`src/hdl/lmmso_pkg.sv`:
```
// Purpose: shared constants and types of the instruction execution block
// Assumes: 16-bit instruction words, 14-bit data space, 21-bit program counter
// Notes:   opcodes are matched under the masks kept beside them
`default_nettype none

package lmmso_pkg;

  localparam int INSTR_W   = 16;
  localparam int DADDR_W   = 14;
  localparam int BANK_W    = 6;
  localparam int FADDR_W   = 8;
  localparam int PC_W      = 21;
  localparam int OFFSET_W  = 11;

  // opcode patterns and the bits they compare
  localparam logic [15:0] MASK_BYTE      = 16'hFF00;
  localparam logic [15:0] MASK_FILE      = 16'hFE00;
  localparam logic [15:0] MASK_FULL      = 16'hFFFF;
  localparam logic [15:0] MASK_CALL      = 16'hF800;
  localparam logic [15:0] PAT_LOAD_LIT   = 16'h0E00;
  localparam logic [15:0] PAT_STORE_ACC  = 16'h6E00;
  localparam logic [15:0] PAT_MUL_LIT    = 16'h0D00;
  localparam logic [15:0] PAT_MUL_FILE   = 16'h0200;
  localparam logic [15:0] PAT_NEGATE     = 16'h6C00;
  localparam logic [15:0] PAT_POP        = 16'h0006;
  localparam logic [15:0] PAT_PUSH       = 16'h0005;
  localparam logic [15:0] PAT_REL_CALL   = 16'hD800;

  // instruction field positions
  localparam int BANK_MODE_BIT = 8;
  localparam int LIT_LSB       = 0;
  localparam int OFF_MSB       = 10;

  // addressing constants
  localparam logic [7:0] INDEXED_LIMIT   = 8'h5F;
  localparam logic [7:0] ACCESS_SPLIT    = 8'h60;
  localparam logic [5:0] ACCESS_LO_BANK  = 6'h00;
  localparam logic [5:0] ACCESS_HI_BANK  = 6'h3F;

  localparam logic [20:0] PC_STEP        = 21'h000002;
  localparam logic [7:0]  ACC_RESET      = 8'h00;
  localparam logic [15:0] PROD_RESET     = 16'h0000;

  typedef enum logic [1:0] {
    PH_Q1 = 2'h0,
    PH_Q2 = 2'h1,
    PH_Q3 = 2'h3,
    PH_Q4 = 2'h2
  } lmmso_phase_t;

  typedef enum logic [3:0] {
    OP_NONE         = 4'h0,
    OP_LOAD_LIT     = 4'h1,
    OP_STORE_ACC    = 4'h2,
    OP_MUL_LIT      = 4'h3,
    OP_MUL_FILE     = 4'h4,
    OP_NEGATE       = 4'h5,
    OP_POP          = 4'h6,
    OP_PUSH         = 4'h7,
    OP_REL_CALL     = 4'h8
  } lmmso_op_t;

  typedef struct packed {
    logic negative;
    logic signed_range;
    logic zero;
    logic half_carry;
    logic carry;
  } lmmso_status_t;

  localparam lmmso_status_t STATUS_RESET = 5'h00;

  typedef struct packed {
    logic               rd;
    logic               wr;
    logic [DADDR_W-1:0] addr;
    logic [7:0]         wdata;
  } lmmso_dmem_req_t;

  typedef struct packed {
    logic            push;
    logic            pop;
    logic [PC_W-1:0] push_data;
  } lmmso_stack_req_t;

endpackage : lmmso_pkg

`default_nettype wire

```
`src/hdl/lmmso_core.sv`:
```
// Purpose: executes literal, move, multiply, negate and stack instructions
// Assumes: fetch, data memory and return stack share SYS_CLK_IN;
//          data memory answers a read in the same cycle it is requested
// Notes:   one instruction cycle is four clock cycles, Q1 to Q4
`default_nettype none

// Notes on behaviour
// RULE_01 - load literal into accumulator, flags kept
// RULE_02 - store accumulator to file, flags kept
// RULE_03 - bank bit picks access or selected bank
// RULE_04 - indexed mode: bit zero, extended, f<=5Fh
// RULE_05 - file field spans whole 256-byte bank
// RULE_06 - literal multiply, high byte upper, accumulator kept
// RULE_07 - file multiply into product pair, operands kept
// RULE_08 - multiplies never touch status flags
// RULE_09 - negate file, update five flags
// RULE_10 - pop discards top entry, one cycle
// RULE_11 - push PC plus two, one cycle
// RULE_12 - relative call pushes, jumps PC+2+2n
// RULE_13 - relative call takes two cycles
// RULE_14 - decode, read, process, write per quarter
module lmmso_core #(
  parameter int PC_W = lmmso_pkg::PC_W
) (
  input  wire logic                             SYS_CLK_IN,
  input  wire logic                             RST_B_IN,
  input  wire logic [lmmso_pkg::INSTR_W-1:0]    INSTR_IN,
  input  wire logic                             INSTR_VALID_IN,
  input  wire logic [PC_W-1:0]                  PC_IN,
  input  wire logic [lmmso_pkg::BANK_W-1:0]     BANK_SEL_IN,
  input  wire logic                             EXT_SET_EN_IN,
  input  wire logic [7:0]                       DMEM_RDATA_IN,
  output logic                                  INSTR_READY_OUT,
  output logic      [1:0]                       PHASE_OUT,
  output lmmso_pkg::lmmso_dmem_req_t            DMEM_REQ_OUT,
  output lmmso_pkg::lmmso_stack_req_t           STACK_REQ_OUT,
  output logic                                  PC_LOAD_OUT,
  output logic      [PC_W-1:0]                  PC_NEW_OUT,
  output logic      [7:0]                       ACC_OUT,
  output logic      [7:0]                       PROD_HIGH_OUT,
  output logic      [7:0]                       PROD_LOW_OUT,
  output lmmso_pkg::lmmso_status_t              STATUS_OUT,
  output logic                                  INDEXED_MODE_OUT
);

  // the stack entry width is fixed by the package, and the call target
  // needs room above the doubled offset; refuse anything else
  if (PC_W != lmmso_pkg::PC_W) begin : g_pc_width_check
    $error("lmmso_core: PC_W must match the stack entry width");
  end
  if (PC_W <= lmmso_pkg::OFFSET_W + 1) begin : g_pc_room_check
    $error("lmmso_core: PC_W too narrow for the call offset");
  end

  // extended-set enable is a configuration pin: two-stage synchroniser
  logic ext_meta_reg;
  logic ext_sync_reg;

  always_ff @(posedge SYS_CLK_IN) begin
    if (!RST_B_IN) begin
      ext_meta_reg <= 1'b0;
      ext_sync_reg <= 1'b0;
    end else begin
      ext_meta_reg <= EXT_SET_EN_IN;
      ext_sync_reg <= ext_meta_reg;
    end
  end

  // address resolution from the incoming word, latched at end of Q1
  logic [lmmso_pkg::DADDR_W-1:0] res_addr;
  logic                          res_indexed;

  lmmso_addr_resolve u_addr_resolve (
    .file_addr_in  (INSTR_IN[7:0]),
    .bank_mode_in  (INSTR_IN[lmmso_pkg::BANK_MODE_BIT]),
    .bank_sel_in   (BANK_SEL_IN),
    .ext_set_en_in (ext_sync_reg),
    .data_addr_out (res_addr),
    .indexed_out   (res_indexed)
  );

  // decode of the incoming word
  lmmso_pkg::lmmso_op_t dec_op;

  function automatic logic op_match(input logic [15:0] word,
                                    input logic [15:0] mask,
                                    input logic [15:0] pat);
    op_match = ((word & mask) == pat);
  endfunction : op_match

  // first match wins; the patterns here never overlap
  always_comb begin
    dec_op = lmmso_pkg::OP_NONE;
    if (op_match(INSTR_IN, lmmso_pkg::MASK_BYTE, lmmso_pkg::PAT_LOAD_LIT)) begin
      dec_op = lmmso_pkg::OP_LOAD_LIT; // RULE_01
    end else if (op_match(INSTR_IN, lmmso_pkg::MASK_FILE,
                          lmmso_pkg::PAT_STORE_ACC)) begin
      dec_op = lmmso_pkg::OP_STORE_ACC; // RULE_02
    end else if (op_match(INSTR_IN, lmmso_pkg::MASK_BYTE,
                          lmmso_pkg::PAT_MUL_LIT)) begin
      dec_op = lmmso_pkg::OP_MUL_LIT; // RULE_06
    end else if (op_match(INSTR_IN, lmmso_pkg::MASK_FILE,
                          lmmso_pkg::PAT_MUL_FILE)) begin
      dec_op = lmmso_pkg::OP_MUL_FILE; // RULE_07
    end else if (op_match(INSTR_IN, lmmso_pkg::MASK_FILE,
                          lmmso_pkg::PAT_NEGATE)) begin
      dec_op = lmmso_pkg::OP_NEGATE; // RULE_09
    end else if (op_match(INSTR_IN, lmmso_pkg::MASK_FULL,
                          lmmso_pkg::PAT_POP)) begin
      dec_op = lmmso_pkg::OP_POP; // RULE_10
    end else if (op_match(INSTR_IN, lmmso_pkg::MASK_FULL,
                          lmmso_pkg::PAT_PUSH)) begin
      dec_op = lmmso_pkg::OP_PUSH; // RULE_11
    end else if (op_match(INSTR_IN, lmmso_pkg::MASK_CALL,
                          lmmso_pkg::PAT_REL_CALL)) begin
      dec_op = lmmso_pkg::OP_REL_CALL; // RULE_12
    end
  end

  // sequencer and datapath state
  lmmso_pkg::lmmso_phase_t  phase_reg,   phase_next;
  logic                     hold_reg,    hold_next;
  lmmso_pkg::lmmso_op_t     op_reg,      op_next;
  logic [15:0]              instr_reg,   instr_next;
  logic [PC_W-1:0]          pc_reg,      pc_next;
  logic [lmmso_pkg::DADDR_W-1:0] addr_reg, addr_next;
  logic                     indexed_reg, indexed_next;
  logic [7:0]               operand_reg, operand_next;
  logic [15:0]              result_reg,  result_next;
  logic [PC_W-1:0]          ret_reg,     ret_next;
  logic [PC_W-1:0]          target_reg,  target_next;
  lmmso_pkg::lmmso_status_t flag_calc_reg, flag_calc_next;
  logic [7:0]               acc_reg,     acc_next;
  logic [15:0]              prod_reg,    prod_next;
  lmmso_pkg::lmmso_status_t status_reg,  status_next;

  // return address step, sized once to the counter width
  localparam logic [PC_W-1:0] PC_STEP_W = PC_W'(lmmso_pkg::PC_STEP);

  // negate arithmetic: carry out of ~f + 1 and of its low nibble
  logic [8:0]      neg_sum;
  logic [4:0]      neg_nib;
  logic [PC_W-1:0] off_ext;
  logic [15:0]     mul_prod;

  // both factors widened first so the full 16-bit product survives
  always_comb begin
    neg_sum = {1'b0, ~operand_reg} + 9'h001; // RULE_09
    neg_nib = {1'b0, ~operand_reg[3:0]} + 5'h01;
    off_ext = PC_W'($signed({instr_reg[lmmso_pkg::OFF_MSB:0], 1'b0}));
    mul_prod = 16'(acc_reg) * 16'(operand_reg); // RULE_06
  end

  always_comb begin
    phase_next     = phase_reg;
    hold_next      = hold_reg;
    op_next        = op_reg;
    instr_next     = instr_reg;
    pc_next        = pc_reg;
    addr_next      = addr_reg;
    indexed_next   = indexed_reg;
    operand_next   = operand_reg;
    result_next    = result_reg;
    ret_next       = ret_reg;
    target_next    = target_reg;
    flag_calc_next = flag_calc_reg;
    acc_next       = acc_reg;
    prod_next      = prod_reg;
    status_next    = status_reg;
    case (phase_reg)
      lmmso_pkg::PH_Q1: begin
        phase_next = lmmso_pkg::PH_Q2;
        // decode quarter; idle second call cycle takes no word
        if (INSTR_VALID_IN && !hold_reg) begin // RULE_14
          op_next      = dec_op;
          instr_next   = INSTR_IN;
          pc_next      = PC_IN;
          addr_next    = res_addr;
          indexed_next = res_indexed;
        end else begin
          op_next      = lmmso_pkg::OP_NONE;
          indexed_next = 1'b0;
        end
      end
      lmmso_pkg::PH_Q2: begin
        phase_next = lmmso_pkg::PH_Q3;
        case (op_reg) // RULE_14
          lmmso_pkg::OP_MUL_FILE,
          lmmso_pkg::OP_NEGATE:    operand_next = DMEM_RDATA_IN;
          lmmso_pkg::OP_STORE_ACC: operand_next = acc_reg;
          default:                 operand_next = instr_reg[7:0];
        endcase
      end
      lmmso_pkg::PH_Q3: begin
        phase_next = lmmso_pkg::PH_Q4;
        ret_next   = pc_reg + PC_STEP_W; // RULE_11
        target_next = pc_reg + PC_STEP_W + off_ext; // RULE_12
        case (op_reg)
          lmmso_pkg::OP_MUL_LIT,
          lmmso_pkg::OP_MUL_FILE: begin
            result_next = mul_prod; // RULE_06 RULE_07
          end
          lmmso_pkg::OP_NEGATE: begin
            result_next = {8'h00, neg_sum[7:0]};
            flag_calc_next.negative     = neg_sum[7];
            flag_calc_next.zero         = (neg_sum[7:0] == 8'h00);
            flag_calc_next.carry        = neg_sum[8];
            flag_calc_next.half_carry   = neg_nib[4];
            // only 80h keeps its sign bit after negation
            flag_calc_next.signed_range = operand_reg[7] & neg_sum[7];
          end
          default: result_next = {8'h00, operand_reg};
        endcase
      end
      lmmso_pkg::PH_Q4: begin
        phase_next = lmmso_pkg::PH_Q1;
        case (op_reg) // RULE_14
          lmmso_pkg::OP_LOAD_LIT: acc_next = result_reg[7:0]; // RULE_01
          lmmso_pkg::OP_MUL_LIT,
          lmmso_pkg::OP_MUL_FILE: prod_next = result_reg; // RULE_08
          lmmso_pkg::OP_NEGATE:   status_next = flag_calc_reg; // RULE_09
          default: ;
        endcase
        // call occupies a second, empty instruction cycle
        hold_next = (op_reg == lmmso_pkg::OP_REL_CALL); // RULE_13
      end
      default: phase_next = lmmso_pkg::PH_Q1;
    endcase
  end

  always_ff @(posedge SYS_CLK_IN) begin
    if (!RST_B_IN) begin
      phase_reg     <= lmmso_pkg::PH_Q1;
      hold_reg      <= 1'b0;
      op_reg        <= lmmso_pkg::OP_NONE;
      instr_reg     <= 16'h0000;
      pc_reg        <= '0;
      addr_reg      <= '0;
      indexed_reg   <= 1'b0;
      operand_reg   <= 8'h00;
      result_reg    <= 16'h0000;
      ret_reg       <= '0;
      target_reg    <= '0;
      flag_calc_reg <= lmmso_pkg::STATUS_RESET;
      acc_reg       <= lmmso_pkg::ACC_RESET;
      prod_reg      <= lmmso_pkg::PROD_RESET;
      status_reg    <= lmmso_pkg::STATUS_RESET;
    end else begin
      phase_reg     <= phase_next;
      hold_reg      <= hold_next;
      op_reg        <= op_next;
      instr_reg     <= instr_next;
      pc_reg        <= pc_next;
      addr_reg      <= addr_next;
      indexed_reg   <= indexed_next;
      operand_reg   <= operand_next;
      result_reg    <= result_next;
      ret_reg       <= ret_next;
      target_reg    <= target_next;
      flag_calc_reg <= flag_calc_next;
      acc_reg       <= acc_next;
      prod_reg      <= prod_next;
      status_reg    <= status_next;
    end
  end

  // strobes are combinational from registered state; data from flops
  logic in_q2;
  logic in_q4;
  logic reads_file;
  logic writes_file;
  logic pushes_pc;

  always_comb begin
    in_q2 = (phase_reg == lmmso_pkg::PH_Q2);
    in_q4 = (phase_reg == lmmso_pkg::PH_Q4);
    reads_file  = (op_reg == lmmso_pkg::OP_MUL_FILE) ||
                  (op_reg == lmmso_pkg::OP_NEGATE);
    writes_file = (op_reg == lmmso_pkg::OP_STORE_ACC) ||
                  (op_reg == lmmso_pkg::OP_NEGATE);
    // a call pushes its return address like a plain push
    pushes_pc   = (op_reg == lmmso_pkg::OP_PUSH) ||
                  (op_reg == lmmso_pkg::OP_REL_CALL);
    INSTR_READY_OUT = (phase_reg == lmmso_pkg::PH_Q1) && !hold_reg;
    PHASE_OUT       = phase_reg;
    DMEM_REQ_OUT.rd = in_q2 && reads_file; // RULE_07
    DMEM_REQ_OUT.wr = in_q4 && writes_file; // RULE_02
    DMEM_REQ_OUT.addr  = addr_reg; // RULE_03
    DMEM_REQ_OUT.wdata = result_reg[7:0];
    STACK_REQ_OUT.push = in_q4 && pushes_pc; // RULE_12
    STACK_REQ_OUT.pop  = in_q4 && (op_reg == lmmso_pkg::OP_POP); // RULE_10
    STACK_REQ_OUT.push_data = ret_reg;
    PC_LOAD_OUT     = in_q4 && (op_reg == lmmso_pkg::OP_REL_CALL); // RULE_12
    PC_NEW_OUT      = target_reg;
    ACC_OUT         = acc_reg;
    PROD_HIGH_OUT   = prod_reg[15:8]; // RULE_06
    PROD_LOW_OUT    = prod_reg[7:0];
    STATUS_OUT      = status_reg;
    INDEXED_MODE_OUT = indexed_reg; // RULE_04
  end

endmodule : lmmso_core

`default_nettype wire

```
`src/hdl/lmmso_addr_resolve.sv`:
```
// Purpose: turns the 8-bit file field and bank-mode bit into a data address
// Assumes: bank select value and extended-set enable are stable in Q1
// Notes:   indexed mode is only flagged; offset arithmetic lives elsewhere
`default_nettype none

module lmmso_addr_resolve (
  input  wire logic [7:0]                   file_addr_in,
  input  wire logic                         bank_mode_in,
  input  wire logic [lmmso_pkg::BANK_W-1:0] bank_sel_in,
  input  wire logic                         ext_set_en_in,
  output logic      [lmmso_pkg::DADDR_W-1:0] data_addr_out,
  output logic                              indexed_out
);

  logic [lmmso_pkg::BANK_W-1:0] bank;

  always_comb begin
    if (bank_mode_in) begin
      bank = bank_sel_in; // RULE_03
    end else if (file_addr_in < lmmso_pkg::ACCESS_SPLIT) begin
      bank = lmmso_pkg::ACCESS_LO_BANK; // RULE_03
    end else begin
      bank = lmmso_pkg::ACCESS_HI_BANK;
    end
    data_addr_out = {bank, file_addr_in}; // RULE_05
    indexed_out   = !bank_mode_in && ext_set_en_in &&
                    (file_addr_in <= lmmso_pkg::INDEXED_LIMIT); // RULE_04
  end

endmodule : lmmso_addr_resolve

`default_nettype wire

```
`config.mk`:
```
export PLATFORM = sky130hd
export DESIGN_NAME = lmmso_core
export DESIGN_NICKNAME = d
export VERILOG_FILES = /design/src/hdl/lmmso_pkg.sv /design/src/hdl/lmmso_core.sv /design/src/hdl/lmmso_addr_resolve.sv
export SDC_FILE = /design/constraint.sdc
export NUM_CORES = 1
export LEC_CHECK = 0
export ABC_CLOCK_PERIOD_IN_PS = 6100
export BUFFER_PORTS_ARGS = -buffer_cell sky130_fd_sc_hd__buf_2
export CAP_MARGIN = 20
export CORE_UTILIZATION = 57
export DETAILED_ROUTE_END_ITERATION = 8
export PLACE_DENSITY = 0.81
export SETUP_SLACK_MARGIN = 0.2
export SYNTH_ARGS = -nofsm -noshare
export SYNTH_HDL_FRONTEND = slang
export SYNTH_SLANG_ARGS = --single-unit
```
`constraint.sdc`:
```
create_clock -name SYS_CLK_IN -period 6.1 [get_ports SYS_CLK_IN]
set_input_delay 0.61 -clock SYS_CLK_IN [delete_from_list [all_inputs] [get_ports SYS_CLK_IN]]
set_output_delay 0.61 -clock SYS_CLK_IN [all_outputs]
set_load 0.01 [all_outputs]
```
==> impl_results.md, run 1 <==
- Commonest non-fill, non-tap cell in the layout: nand2_1
- Max Fclk: 205 MHz
- Post-synthesis async set-or-reset flop share: 0%
- Worst vdd ir: 201 uV
- Worst setup path startpoint: operand_reg[6]
- Final Hold Viols: 0
- Iter 0 DRT Violations: 612
- Post-Syn Area: 0.00926 mm2
- Mean Syn Cell Area: 8.04 um2
- Final setup margin: 1.21 ns
- Synth Flop Type: dfxtp_1
- Via count: 8461
- ANT cells: 0
- GRT Total Usage: 29.5%
- GP Congestion: 0.889
- Status: completed
- Worst-path clk slew: 0.06 ns
- Remaining global-route overflow: 0
- Drt pass-1 iters: 5
- Number of synthesized register bits: 147
- Unrepaired setup endpoints after global routing: no
- Leakage power total: 4.85 nW
- Starting density of the core: 58.3%
- Worst reg2reg path depth: 14
- Max_slew headroom: 30.7%
- Initial antenna violation count: 0
- Root Driver: clkbuf_16
- Hold Buf Count CTS: 0
- Number of enable flip-flop cells after synthesis: 0
- IO Pins: 157
- Routed Antenna Nets: 0
- Reg2Reg Setup Slack: 1.21 ns
- Seq. cell area: 0.00294 mm2
- Critical R2R Capture: result_reg[15]
- Most frequent cells in the layout: 187 x nand2_1, 156 x buf_2, 147 x dfxtp_1, 109 x a21oi_1, 91 x nor2_1
- Sink Count: 147
- Critical path's most frequent cell: fa_1
- Post-synthesis sequential area ratio: 31.8%
- Setup violators final: 0
- Top cell type's share of synthesized area: 31.8%
- Worst-margin pin slew: 1.04 ns
- Crit-path max FO: 14
- Post-CTS Resized: 0
- Tmin final: 4.89 ns
- Multi-input logic area: 0.00570 mm2
- WL per Instance: 16.3 um
- # rows: 46
- H-tree Lvls: 4
- Setup_tns: 0 ns
- Place WS: 1.26 ns
- CP Class: reg2reg
- Critical-path top delay cell: dfxtp_1
- CTS buffer count: 17
- Fin Clk Skew: 0.00683 ns
- Layout cells sized above 1: 16.7%
- Clock latency on the worst-skew pair: 0.43 ns
- Die area: 0.0168 mm2
- CP max stage delay: 0.62 ns
- Die Wd: 129 um
- Core ar.: 0.0159 mm2
- Post-Syn Nets: 1302
- CP required: 6.42 ns
- Worst path cell trace: and2_1 -> fa_1 -> fa_1 -> fa_1 -> inv_1 -> fa_1 -> inv_1 -> ha_1 -> and2_1 -> a221oi_1 -> o21ai_0 -> a221oi_1 -> xnor2_1 -> a22o_1
- Largest cells by area after synthesis: dfxtp_1 32%, fa_1 8.0%, ha_1 7.8%
- Critical path destination: result_reg[15]
- Max cap viols: 0
- CP endpoint kind: register
- Area grow syn2layout: 14.5%
- Worst min path class: in2reg
- Routed WL: 24.1 mm
- Die height: 129 um
- Crit Reg-Reg Startpoint: operand_reg[6]
- P per Cell Area: 221 mW/mm2
- First-pass GRT wire length: 38.6 mm
- HPWL Detailed: 17.4 mm
- Routed vias/inst: 5.71
- Cells after synthesis: 1152
- Synth area leader: dfxtp_1
- Longest Clk Path Bufs: 2
- Post-synthesis cell type count: 66
- Startpoint type of the worst setup path: register
- Slew Limit Fails: 0
- Pin count of the biggest net entering global routing: 98
- Filler cells: 1349
- Final period util: 80.1%
- Synth Warn #: 0
- Net count, final: 1404
- Postcts setup bufs: 0
- Buffers added on ports: 156
- Arrival @ worst endpoint: 5.21 ns
- Final Power: 0.00234 W
- Vias in the first global route: 7913
- TritonCTS clock tree: done
- Remaining DRCs: 0
==> synthesized netlist by cell type (10+ instances only) <==
cell type and n:
nand2_1 187, dfxtp_1 147, a21oi_1 109, nor2_1 91, inv_1 68, and2_1 59
ha_1 58, clkbuf_1 52, nand3_1 39, o21ai_0 38, fa_1 37, xnor2_1 29
nor3_1 20, buf_4 18, a31oi_1 13, a22oi_1 11, mux2i_1 11, xor2_1 10
==> critical path: cells and delay by family, from the launching register on <==
family | cells | cell delay [ns]
xor gates and xnor gates | 1 | 0.11
adders and majority gates | 5 | 2.41
and+or+nand+nor | 2 | 0.43
buffers and inverters | 2 | 0.09
AOI/OAI and AO/OA | 4 | 1.12
DFF | 1 | 0.62
==> worst min-delay path by stage <==
| stage | slack [ns] | end | cells after the start | startpoint |
|---|---|---|---|---|
| after floorplan | 0.41 | ext_sync_reg | 1 | ext_meta_reg |
| after global placement | 0.44 | addr_reg[13] | 2 | addr_reg[13] |
| after detailed placement | 0.44 | ext_sync_reg | 1 | ext_meta_reg |
| after CTS | 0.38 | ext_meta_reg | 2 | EXT_SET_EN_IN |
| after global routing | 0.41 | ext_meta_reg | 2 | EXT_SET_EN_IN |
| final | 0.39 | ext_meta_reg | 2 | EXT_SET_EN_IN |
==> metal layers <==
| layer | share of wire (%) | wire [um] | GRT usage, % |
|---|---|---|---|
| met3 | 6.6 | 1600 | 6.15 |
| met5 | 0 | 0 | 0 |
| met1 | 44 | 10600 | 37.7 |
| met4 | 2.4 | 590 | 10.9 |
| met2 | 47 | 11300 | 49.2 |
==> cells by family after synthesis <==
group / count (synthesis) / share of synthesized area, %
AOI/OAI and AO/OA: 247 / 16.6
xor gates and xnor gates: 40 / 3.93
adders and majority gates: 95 / 15.8
buffers and inverters: 147 / 6.77
DFF: 147 / 31.8
muxes: 11 / 1.19
and+or+nand+nor: 465 / 23.9
==> per-stage QoR <==
step	cells	hold slack, ns	utilization (%)	cell area (um2)
after detailed placement	1451	0.439	62.9	9990
after floorplan	1152	0.412	-	9260
after global routing	1482	0.410	66.7	10600
final	1482	0.393	66.7	10600
after CTS	1482	0.383	66.7	10600
after global placement	1451	0.436	62.9	9990
==> final cells by class <==
cell class              count  share of cell area [%]
multi-input cells         858                    53.7
flip-flops and latches    147                    27.8
repair buffers            162                    7.79
clock buffers              19                    4.27
well taps                 216                    2.55
inverters                  68                    2.42
clock inverters            12                    1.46
==> where the power goes <==
part | switching [W] | internal (W)
logic | 0.000139 | 0.0000839
registers | 0.0000429 | 0.000990
clock network | 0.000421 | 0.000664
total | 0.000603 | 0.00174
Power figures use the tool's default switching activity.
==> run 2: changes to the inputs <==
ABC_CLOCK_PERIOD_IN_PS = 5070   (was 6100)
clock period = 5.07 ns   (was 6.1 ns; I/O delays follow)
==> impl_results.md, run 2 (synthesis results as in run 1) <==
- Status: completed
- GP Congestion: 0.890 (+0.19%)
- WL per Instance: 16.2 um (-0.64%)
- Vias in the first global route: 7900 (-0.16%)
- Longest Clk Path Bufs: 2 (unchanged)
- HPWL Detailed: 17.6 mm (+0.77%)
- Critical R2R Capture: result_reg[15]
- CP endpoint kind: register
- Root Driver: clkbuf_16
- Area grow syn2layout: 14.4% (about the same)
- Worst min path class: in2reg
- Via count: 8478 (+0.20%)
- Tmin final: 4.68 ns (-0.213 ns)
- Worst-path clk slew: 0.06 ns (about the same)
- Die height: 129 um (unchanged)
- ANT cells: 0 (unchanged)
- Routed Antenna Nets: 0 (unchanged)
- Core ar.: 0.0159 mm2 (unchanged)
- Number of cells after detailed placement: 1457 (+0.41%)
- Place WS: 0.280 ns (-0.979 ns)
- Remaining global-route overflow: 0 (unchanged)
- Startpoint type of the worst setup path: register
- IO Pins: 157 (unchanged)
- Initial antenna violation count: 0 (unchanged)
- CTS buffer count: 17 (unchanged)
- Leakage power total: 4.86 nW (+0.19%)
- Fin Clk Skew: 0.0121 ns (+0.00527 ns)
- Post-DP Area: 0.0100 mm2 (+0.45%)
- Commonest non-fill, non-tap cell in the layout: nand2_1
- Worst setup path startpoint: operand_reg[7]
- Routed vias/inst: 5.71 (about the same)
- Final core utilization: 66.7% (about the same)
- Buffers added on ports: 156 (unchanged)
- Max cap viols: 0 (unchanged)
- Starting density of the core: 58.3% (unchanged)
- GRT Total Usage: 30.0% (+0.50 points)
- TritonCTS clock tree: done
- Die area: 0.0168 mm2 (unchanged)
- Arrival @ worst endpoint: 4.99 ns (-0.22 ns)
- Layout cells sized above 1: 17.6% (+0.97 points)
- Clock latency on the worst-skew pair: 0.43 ns (about the same)
- Die Wd: 129 um (unchanged)
- Crit Reg-Reg Startpoint: operand_reg[7]
- Critical path destination: result_reg[15]
- Reg2Reg Setup Slack: 0.39 ns (-0.82 ns)
- Setup_tns: 0 ns (unchanged)
- Slew Limit Fails: 0 (unchanged)
- Drt pass-1 iters: 7 (+2)
- Final period util: 92.2% (+12 points)
- Routed WL: 24.0 mm (-0.37%)
- HP Start: EXT_SET_EN_IN
- Most frequent cells in the layout: 187 x nand2_1, 156 x buf_2, 138 x dfxtp_1, 109 x a21oi_1, 91 x nor2_1
- # rows: 46 (unchanged)
- Worst vdd ir: 247 uV (+22%)
- Final instance area: 0.0106 mm2 (about the same)
- P per Cell Area: 254 mW/mm2 (+15%)
- First-pass GRT wire length: 39.2 mm (+1.7%)
- Postcts setup bufs: 0 (unchanged)
- CP Class: reg2reg
- Max Fclk: 214 MHz (+4.6%)
- Non-filler cells, final: 1486 (+0.27%)
- Setup violators final: 0 (unchanged)
- Crit-path max FO: 12 (-2)
- Net count, final: 1410 (+0.43%)
- Sink Count: 147 (unchanged)
- H-tree Lvls: 4 (unchanged)
- Unrepaired setup endpoints after global routing: no
- Remaining DRCs: 0 (unchanged)
- Pin count of the biggest net entering global routing: 76 (-22%)
- CP required: 5.38 ns (-1.04 ns)
- Final setup margin: 0.394 ns (-0.817 ns)
- Worst-margin pin slew: 0.977 ns (-0.0623 ns)
- Max_slew headroom: 34.7% (+4.0 points)
- Worst reg2reg path depth: 14 (unchanged)
- Final Hold Viols: 0 (unchanged)
- Iter 0 DRT Violations: 633 (+3.4%)
run 2: cell count changes in the layout (fill, tap and decap cells not counted), sizes merged:
cell / delta
inv: -1
bufinv: -2
clkbuf: +1
buf: +6
run 2: critical path, cell delays in order (launching register included):
cell	delay, ns
dfxtp_2	0.38
and2_1	0.20
fa_1	0.51
fa_1	0.52
fa_1	0.54
inv_1	0.06
fa_1	0.53
inv_1	0.04
ha_1	0.35
and2_1	0.21
a221oi_1	0.30
o21ai_1	0.22
a221oi_1	0.37
xnor2_1	0.14
a22o_1	0.19
run 2: per-stage QoR:
stage | hold WS [ns] | power, W
finish | 0.291 | 0.00270
global route | 0.286 | 0.00280
CTS | 0.282 | 0.00271
detailed placement | 0.425 | 0.00153
global placement | 0.436 | 0.00153
floorplan | 0.412 | 0.00144
run 2: worst min-delay path by stage:
stage / to / slack (ns) / cells past startpoint
after detailed placement: ext_sync_reg / 0.43 / 1
after global placement: addr_reg[13] / 0.44 / 2
final: ext_meta_reg / 0.29 / 2
after global routing: ext_meta_reg / 0.29 / 2
after floorplan: ext_sync_reg / 0.41 / 1
after CTS: ext_meta_reg / 0.28 / 2
run 2: layout make-up:
type / instances / area (um2)
multi-input cells: 858 / 5700
fillers: 1342 / 5290
flip-flops and latches: 147 / 2950
repair buffers: 168 / 871
clock buffers: 20 / 467
well taps: 216 / 270
inverters: 68 / 256
clock inverters: 9 / 82.6
run 2: power breakdown:
group / leakage (nW) / switching [W] / internal [W]
sequential: 1.20 / 0.0000490 / 0.00119
clock: 0.270 / 0.000478 / 0.000703
combinational: 3.39 / 0.000171 / 0.000103
total: 4.86 / 0.000697 / 0.00200
run 2: repair_timing:
item | in CTS | in global routing
setup endpoints to repair | 0 | 3
resized for setup | 0 | 10
hold buffers | 0 | 0
run 2: routing by layer:
metal,up-vias,global-route usage [%],share of wire [%]
met3,43,5.74,6.8
met2,335,49.7,47
met5,-,0,0
met1,3969,39.2,44
li1,4131,-,-
met4,0,10.3,2.0
